[src/remap_defs.vh]
/*
 * Constants for the peripheral pin remap configuration block: register
 * offset, field positions, reset values and field encodings.
 * Assumes inclusion by bare name from every design file that needs it.
 */
`ifndef REMAP_DEFS_VH
`define REMAP_DEFS_VH

// ----------------------------------------------------------------------
// Register map
// ----------------------------------------------------------------------
`define REMAP_CFG_OFFSET     4'h4
`define REMAP_CFG_RESET      32'h00000000
`define REMAP_RW_MASK        32'h3055FF00
`define REMAP_WO_MASK        32'h07000000

// ----------------------------------------------------------------------
// Field positions
// ----------------------------------------------------------------------
`define T1_TRIG1_SOF_BIT     29
`define SPI3RD_BIT           28
`define DBG_HI               26
`define DBG_LO               24
`define CAN2ND_BIT           22
`define ADC2ND_BIT           20
`define ADC1ST_BIT           18
`define T4CH3_BIT            16
`define OSCPINS_BIT          15
`define CAN1ST_HI            14
`define CAN1ST_LO            13
`define T3_BIT               12
`define T2_HI                11
`define T2_LO                10
`define T1_HI                9
`define T1_LO                8

// ----------------------------------------------------------------------
// Debug port configuration codes
// ----------------------------------------------------------------------
`define DBG_BOTH             3'h0
`define DBG_BOTH_NO_RST      3'h1
`define DBG_TWO_WIRE         3'h2
`define DBG_NONE             3'h4

// ----------------------------------------------------------------------
// Two-bit remap codes
// ----------------------------------------------------------------------
`define SEL_DEFAULT          2'h0
`define SEL_CODE_01          2'h1
`define SEL_CODE_10          2'h2
`define SEL_FULL             2'h3

`endif

[src/peripheral_pin_remap.v]
/*
 * Peripheral pin remap configuration register, bits 31 to 8, on a classic
 * Wishbone slave, with registered routing selects to the pin multiplexers.
 * Assumes one clock, synchronous active-high reset, byte-lane writes through sel_i.
 */
// Function
// - Bit 29 routes USB start-of-frame to timer1 trigger 1 input
// - Bit 28 moves third serial port pins to full remap set
// - Bits 26:24 write-only debug config: both, no reset pin, two-wire, none
// - Bit 22 moves second CAN receive and transmit to alternate pins
// - Bit 20 picks second converter trigger: irq line eleven or timer seven
// - Bit 18 picks first converter trigger: irq line eleven or timer seven
// - Bit 16 feeds timer4 channel 3 from pin or low-speed oscillator
// - Bit 15 reuses crystal pins as port D bits 0 and 1
// - Bits 14:13 first CAN pins: default, unused, partial, full
// - Bit 12 moves four timer3 channels from port B to port D
// - Bits 11:10 timer2 pins: default, unused, partial, full on port C
// - Bits 9:8 timer1 pins: default, partial, unused, full
// - Register at offset 0x04, resets to all zeros
`timescale 1ns/1ps
`default_nettype none
`include "remap_defs.vh"

module peripheral_pin_remap (
    input  wire        clk_i,
    input  wire        rst_i,
    input  wire        cyc_i,
    input  wire        stb_i,
    input  wire        we_i,
    input  wire [3:0]  adr_i,
    input  wire [3:0]  sel_i,
    input  wire [31:0] dat_i,
    output reg  [31:0] dat_o,
    output reg         ack_o,
    output reg         err_o,
    output reg         t1_trig1_sof_select_o,
    output reg         third_serial_port_pin_select_o,
    output reg         boundary_debug_port_en_o,
    output reg         debug_test_reset_pin_en_o,
    output reg         two_wire_debug_port_en_o,
    output reg         second_can_pin_select_o,
    output reg         second_converter_trigger_select_o,
    output reg         first_converter_trigger_select_o,
    output reg         t4_ch3_input_select_o,
    output reg         osc_pins_as_port_bits_o,
    output reg  [1:0]  first_can_pin_select_o,
    output reg         first_can_partial_o,
    output reg         first_can_full_o,
    output reg         t3_channel_pin_select_o,
    output reg  [1:0]  t2_channel_pin_select_o,
    output reg         t2_partial_o,
    output reg         t2_full_o,
    output reg  [1:0]  t1_channel_pin_select_o,
    output reg         t1_partial_o,
    output reg         t1_full_o
);

    // ------------------------------------------------------------------
    // Byte-lane write merge
    // ------------------------------------------------------------------
    function [31:0] lane_merge;
        input [31:0] old_value;
        input [31:0] new_value;
        input [3:0]  lanes;
        integer      i;
        begin
            lane_merge = old_value;
            for (i = 0; i < 4; i = i + 1) begin
                if (lanes[i]) begin
                    lane_merge[8*i +: 8] = new_value[8*i +: 8];
                end
            end
        end
    endfunction

    // ------------------------------------------------------------------
    // Bus decode
    // ------------------------------------------------------------------
    reg  [31:0] remap_cfg;
    wire        req;
    wire        hit;
    wire        wr_hit;
    wire [31:0] merged;
    wire        boundary_en;
    wire        test_rst_en;
    wire        two_wire_en;
    wire        can1_part;
    wire        can1_full;
    wire        t2_part;
    wire        t2_fl;
    wire        t1_part;
    wire        t1_fl;

    // New request only when no answer is outstanding: ack drops next cycle
    assign req    = cyc_i & stb_i & ~ack_o & ~err_o;
    assign hit    = (adr_i == `REMAP_CFG_OFFSET);
    assign wr_hit = req & hit & we_i;
    assign merged = lane_merge(remap_cfg, dat_i, sel_i);

    // ------------------------------------------------------------------
    // Configuration register
    // ------------------------------------------------------------------
    // Reserved bits are never stored, so they stay zero whatever is written
    always @(posedge clk_i) begin
        if (rst_i) begin
            remap_cfg <= `REMAP_CFG_RESET;
        end else if (wr_hit) begin
            remap_cfg <= merged & (`REMAP_RW_MASK | `REMAP_WO_MASK);
        end
    end

    // ------------------------------------------------------------------
    // Bus answer
    // ------------------------------------------------------------------
    // Debug field is write-only: it reads back as zero
    always @(posedge clk_i) begin
        if (rst_i) begin
            ack_o <= 1'b0;
            err_o <= 1'b0;
            dat_o <= 32'h00000000;
        end else begin
            ack_o <= req & hit;
            err_o <= req & ~hit;
            if (req & hit & ~we_i) begin
                dat_o <= remap_cfg & `REMAP_RW_MASK;
            end else begin
                dat_o <= 32'h00000000;
            end
        end
    end

    // ------------------------------------------------------------------
    // Field decoders
    // ------------------------------------------------------------------
    debug_port_decode u_dbg (
        .code_i        (remap_cfg[`DBG_HI:`DBG_LO]),
        .boundary_en_o (boundary_en),
        .test_rst_en_o (test_rst_en),
        .two_wire_en_o (two_wire_en)
    );

    two_bit_remap_decode #(.PARTIAL_CODE(`SEL_CODE_10)) u_can1 (
        .code_i        (remap_cfg[`CAN1ST_HI:`CAN1ST_LO]),
        .sel_default_o (),
        .sel_partial_o (can1_part),
        .sel_full_o    (can1_full)
    );

    two_bit_remap_decode #(.PARTIAL_CODE(`SEL_CODE_10)) u_t2 (
        .code_i        (remap_cfg[`T2_HI:`T2_LO]),
        .sel_default_o (),
        .sel_partial_o (t2_part),
        .sel_full_o    (t2_fl)
    );

    two_bit_remap_decode #(.PARTIAL_CODE(`SEL_CODE_01)) u_t1 (
        .code_i        (remap_cfg[`T1_HI:`T1_LO]),
        .sel_default_o (),
        .sel_partial_o (t1_part),
        .sel_full_o    (t1_fl)
    );

    // ------------------------------------------------------------------
    // Registered routing selects
    // ------------------------------------------------------------------
    // One register stage keeps outputs glitch-free; selects follow the
    // stored value one cycle after it is written
    always @(posedge clk_i) begin
        if (rst_i) begin
            t1_trig1_sof_select_o             <= 1'b0;
            third_serial_port_pin_select_o    <= 1'b0;
            boundary_debug_port_en_o          <= 1'b1;
            debug_test_reset_pin_en_o         <= 1'b1;
            two_wire_debug_port_en_o          <= 1'b1;
            second_can_pin_select_o           <= 1'b0;
            second_converter_trigger_select_o <= 1'b0;
            first_converter_trigger_select_o  <= 1'b0;
            t4_ch3_input_select_o             <= 1'b0;
            osc_pins_as_port_bits_o           <= 1'b0;
            first_can_pin_select_o            <= `SEL_DEFAULT;
            first_can_partial_o               <= 1'b0;
            first_can_full_o                  <= 1'b0;
            t3_channel_pin_select_o           <= 1'b0;
            t2_channel_pin_select_o           <= `SEL_DEFAULT;
            t2_partial_o                      <= 1'b0;
            t2_full_o                         <= 1'b0;
            t1_channel_pin_select_o           <= `SEL_DEFAULT;
            t1_partial_o                      <= 1'b0;
            t1_full_o                         <= 1'b0;
        end else begin
            t1_trig1_sof_select_o <= remap_cfg[`T1_TRIG1_SOF_BIT];
            third_serial_port_pin_select_o <= remap_cfg[`SPI3RD_BIT];
            boundary_debug_port_en_o  <= boundary_en;
            debug_test_reset_pin_en_o <= test_rst_en;
            two_wire_debug_port_en_o  <= two_wire_en;
            second_can_pin_select_o <= remap_cfg[`CAN2ND_BIT];
            second_converter_trigger_select_o <= remap_cfg[`ADC2ND_BIT];
            first_converter_trigger_select_o <= remap_cfg[`ADC1ST_BIT];
            t4_ch3_input_select_o   <= remap_cfg[`T4CH3_BIT];
            osc_pins_as_port_bits_o <= remap_cfg[`OSCPINS_BIT];
            first_can_pin_select_o <= remap_cfg[`CAN1ST_HI:`CAN1ST_LO];
            first_can_partial_o     <= can1_part;
            first_can_full_o        <= can1_full;
            t3_channel_pin_select_o <= remap_cfg[`T3_BIT];
            t2_channel_pin_select_o <= remap_cfg[`T2_HI:`T2_LO];
            t2_partial_o            <= t2_part;
            t2_full_o               <= t2_fl;
            t1_channel_pin_select_o <= remap_cfg[`T1_HI:`T1_LO];
            t1_partial_o            <= t1_part;
            t1_full_o               <= t1_fl;
        end
    end

endmodule // peripheral_pin_remap
`default_nettype wire

[src/debug_port_decode.v]
/*
 * Decodes the write-only debug configuration field into port enables.
 * Assumes the code comes from a register; output is combinational.
 */
`timescale 1ns/1ps
`default_nettype none
`include "remap_defs.vh"

module debug_port_decode (
    input  wire [2:0] code_i,
    output reg        boundary_en_o,
    output reg        test_rst_en_o,
    output reg        two_wire_en_o
);

    // ------------------------------------------------------------------
    // Decode
    // ------------------------------------------------------------------
    // Undefined codes fall back to the reset behaviour: both ports on
    always @* begin
        case (code_i)
            `DBG_BOTH_NO_RST: begin
                boundary_en_o = 1'b1;
                test_rst_en_o = 1'b0;
                two_wire_en_o = 1'b1;
            end
            `DBG_TWO_WIRE: begin
                boundary_en_o = 1'b0;
                test_rst_en_o = 1'b0;
                two_wire_en_o = 1'b1;
            end
            `DBG_NONE: begin
                boundary_en_o = 1'b0;
                test_rst_en_o = 1'b0;
                two_wire_en_o = 1'b0;
            end
            default: begin
                boundary_en_o = 1'b1;
                test_rst_en_o = 1'b1;
                two_wire_en_o = 1'b1;
            end
        endcase
    end

endmodule // debug_port_decode
`default_nettype wire

[src/two_bit_remap_decode.v]
/*
 * Decodes a two-bit remap field into default/partial/full one-hot selects.
 * Assumes the partial code is given per instance; the unused code maps
 * to the default pins.
 */
`timescale 1ns/1ps
`default_nettype none
`include "remap_defs.vh"

module two_bit_remap_decode #(
    parameter [1:0] PARTIAL_CODE = `SEL_CODE_10
) (
    input  wire [1:0] code_i,
    output wire       sel_default_o,
    output wire       sel_partial_o,
    output wire       sel_full_o
);

    // ------------------------------------------------------------------
    // Decode
    // ------------------------------------------------------------------
    // Unused code keeps the pins at their default so no pin is orphaned
    assign sel_full_o    = (code_i == `SEL_FULL);
    assign sel_partial_o = (code_i == PARTIAL_CODE);
    assign sel_default_o = ~sel_full_o & ~sel_partial_o;

endmodule // two_bit_remap_decode
`default_nettype wire

[config.mk]
export PLATFORM = sky130hd
export DESIGN_NAME = peripheral_pin_remap
export DESIGN_NICKNAME = d
export VERILOG_FILES = /design/src/peripheral_pin_remap.v /design/src/debug_port_decode.v /design/src/two_bit_remap_decode.v
export VERILOG_INCLUDE_DIRS = /design/src
export SDC_FILE = /design/constraint.sdc
export NUM_CORES = 1
export LEC_CHECK = 0
export BUFFER_PORTS_ARGS = -buffer_cell sky130_fd_sc_hd__buf_2
export CAP_MARGIN = 30
export CORE_MARGIN = 3
export CORE_UTILIZATION = 42
export CTS_BUF_LIST = sky130_fd_sc_hd__clkbuf_8
export DETAILED_ROUTE_END_ITERATION = 12
export PLACE_DENSITY = 0.81
export SYNTH_ARGS = -nofsm -noshare
export SYNTH_HDL_FRONTEND = slang
export SYNTH_HIERARCHICAL = 1
export SYNTH_SLANG_ARGS = --single-unit
[constraint.sdc]
create_clock -name clk_i -period 1.2 [get_ports clk_i]
set_input_delay 0.12 -clock clk_i [delete_from_list [all_inputs] [get_ports clk_i]]
set_output_delay 0.12 -clock clk_i [all_outputs]
set_load 0.005 [all_outputs]
==> metrics.csv <==
metric,value,unit
RSZ-0062 raised after global routing,yes,
clock tree sinks,56,
initial antenna violation count,0,
CP max-delay cell,and4bb_4,
largest net degree at the start of global routing,26,
Sw Pwr,650,uW
Clock power frac,38.5,%
post-route setup slack,-0.130,ns
vias,1326,
sequential share of power,57.0,%
Internal,2620,uW
Final Routed Wirelength,3.49,mm
vias per std cell,4.35,
Multi-input gate area,833,um2
Hold Buf Count CTS,0,
clock latency on the worst-skew pair,0.30,ns
Period minus WS final,1.33,ns
YS warnings,6,
slowest cell delay on critical path,0.36,ns
hold slack,0.0683,ns
Final period util,111,%
cells after synthesis,175,
first-pass GRT wire length,5.26,mm
die area,5680,um2
GPL Wtd Cong,0.765,
syn_area_per_cell,11.6,um2
DRC,0,
TritonRoute pass-1 iters,2,
HP Class,in2reg,
Final Util,57.1,%
failing checks,negative setup slack,
H-tree depth,2,
vias in the first global route,1169,
Crit Path Class,reg2reg,
FMAX,752,MHz
peak supply drop,489,uV
Num CTS Buffers,5,
Longest Clk Path Bufs,2,
Post-Route Skew,0.00451,ns
synthesized cell area,2020,um2
CTS tree,done,
cells along the critical path,and4bb_4 -> nand4_1 -> buf_6 -> mux2_4,
combinational share of power,4.6,%
DRT antenna net count,0,
Die H,75.4,um
register area,1120,um2
core area,4500,um2
"Reg clk slew, reported paths",0.09,ns
n_diodes,0,
CP required,1.40,ns
routed length per instance,11.4,um
Lkg Pwr,0.00129,uW
Worst Path Arrival,1.53,ns
Ports,102,
Overflow after GRT,0,
crit path launch type,register,
final count of hold timing violations,0,
DPL Wire Length,2.63,mm
CP max FO,5,
pwr dens,1270,nW/um2
final setup vio count,31,
CTS root buffer,clkbuf_8,
number of fill cells,395,
IO Port Bufs,67,
initial core utilization,44.9,%
pins over their slew limit,0,
CP endpoint kind,register,
max cap viols,0,
sw frac,19.9,%
Rows,24,
chip width,75.4,um
layout overhead on the synthesized area,27.2,%
Initial DRC Count,34,
all-layer global routing usage,12.6,%
layout cells sized above 1,45.8,%
final net count,297,
outcome,"finished, violations left",
-- placed cells by master (no fill, tap or decap), types with 4 or more instances in the layout --
| master | instances |
|---|---|
| buf_2 | 67 |
| dfxtp_1 | 55 |
| nor2b_1 | 34 |
| conb_1 | 18 |
| mux2_2 | 13 |
| and2_1 | 10 |
| nand2b_1 | 7 |
| clkbuf_8 | 6 |
| and2_4 | 4 |
| buf_4 | 4 |
| buf_6 | 4 |
-- cell type report --
class / count / area share, %
clock inverters: 2 / 1.51
repair buffers: 76 / 16.7
clock buffers: 6 / 3.21
multi-input cells: 113 / 32.4
flip-flops and latches: 56 / 43.6
well taps: 52 / 2.53
-- metal layers --
metal  up-vias  share of wire (%)  GRT usage, %
met5         -                  0             0
met4         0                1.9          5.83
met3         7                 11          5.28
met2        59                 46          21.2
met1       584                 41          13.6
li1        676                  -             -
-- state kept, by name, summed over array words and instances, names as in the netlist, 2 cells and up --
name and count:
remap_cfg 17, t1_channel_pin_select_o 2, dat_o 14, t2_channel_pin_select_o 2
first_can_pin_select_o 2
-- path summary, 6_finish.rpt --
kind                                     from       endpoint  slack [ns]  cells past startpoint
worst min register to register  remap_cfg[22]      dat_o[22]        0.45                      1
worst max register to register          ack_o  remap_cfg[22]       -0.13                      4
worst max-delay path                    ack_o  remap_cfg[22]       -0.13                      4
worst min-delay path                dat_i[24]  remap_cfg[24]        0.07                      3
-- what timing repair did --
| item | CTS | global route |
|---|---|---|
| setup buffers | 0 | 1 |
| resized for setup | 4 | 6 |
| setup endpoints to repair | 31 | 31 |
| pin swaps | 0 | 7 |
-- worst max-delay path: cells and delay by family (launching register included) --
kind	cells	cell delay [ns]
AND/OR/NAND/NOR	2	0.47
flip-flops	1	0.32
multiplexers	1	0.28
buffers and inverters	1	0.15
-- stage by stage --
stage          cell area [um2]  power [uW]  setup slack, ns  setup TNS, ns  instances
2_1_floorplan             2100        2010          -0.0788         -0.934        192
3_3_place_gp              2410        2050           -0.168          -3.06        296
3_5_place_dp              2410        2050           -0.168          -3.36        296
4_1_cts                   2550        3300           -0.127          -2.55        304
5_1_grt                   2570        3400           -0.177          -3.74        305
6_report                  2570        3270           -0.130          -2.32        305
-- power groups by stage --
stage / combinational [uW] / clock (uW) / sequential, uW
2_1_floorplan: 109 / 0 / 1910
3_3_place_gp: 145 / 0 / 1910
3_5_place_dp: 146 / 0 / 1910
4_1_cts: 147 / 1290 / 1860
5_1_grt: 166 / 1370 / 1860
6_report: 149 / 1260 / 1860
Power figures use the tool's default switching activity.
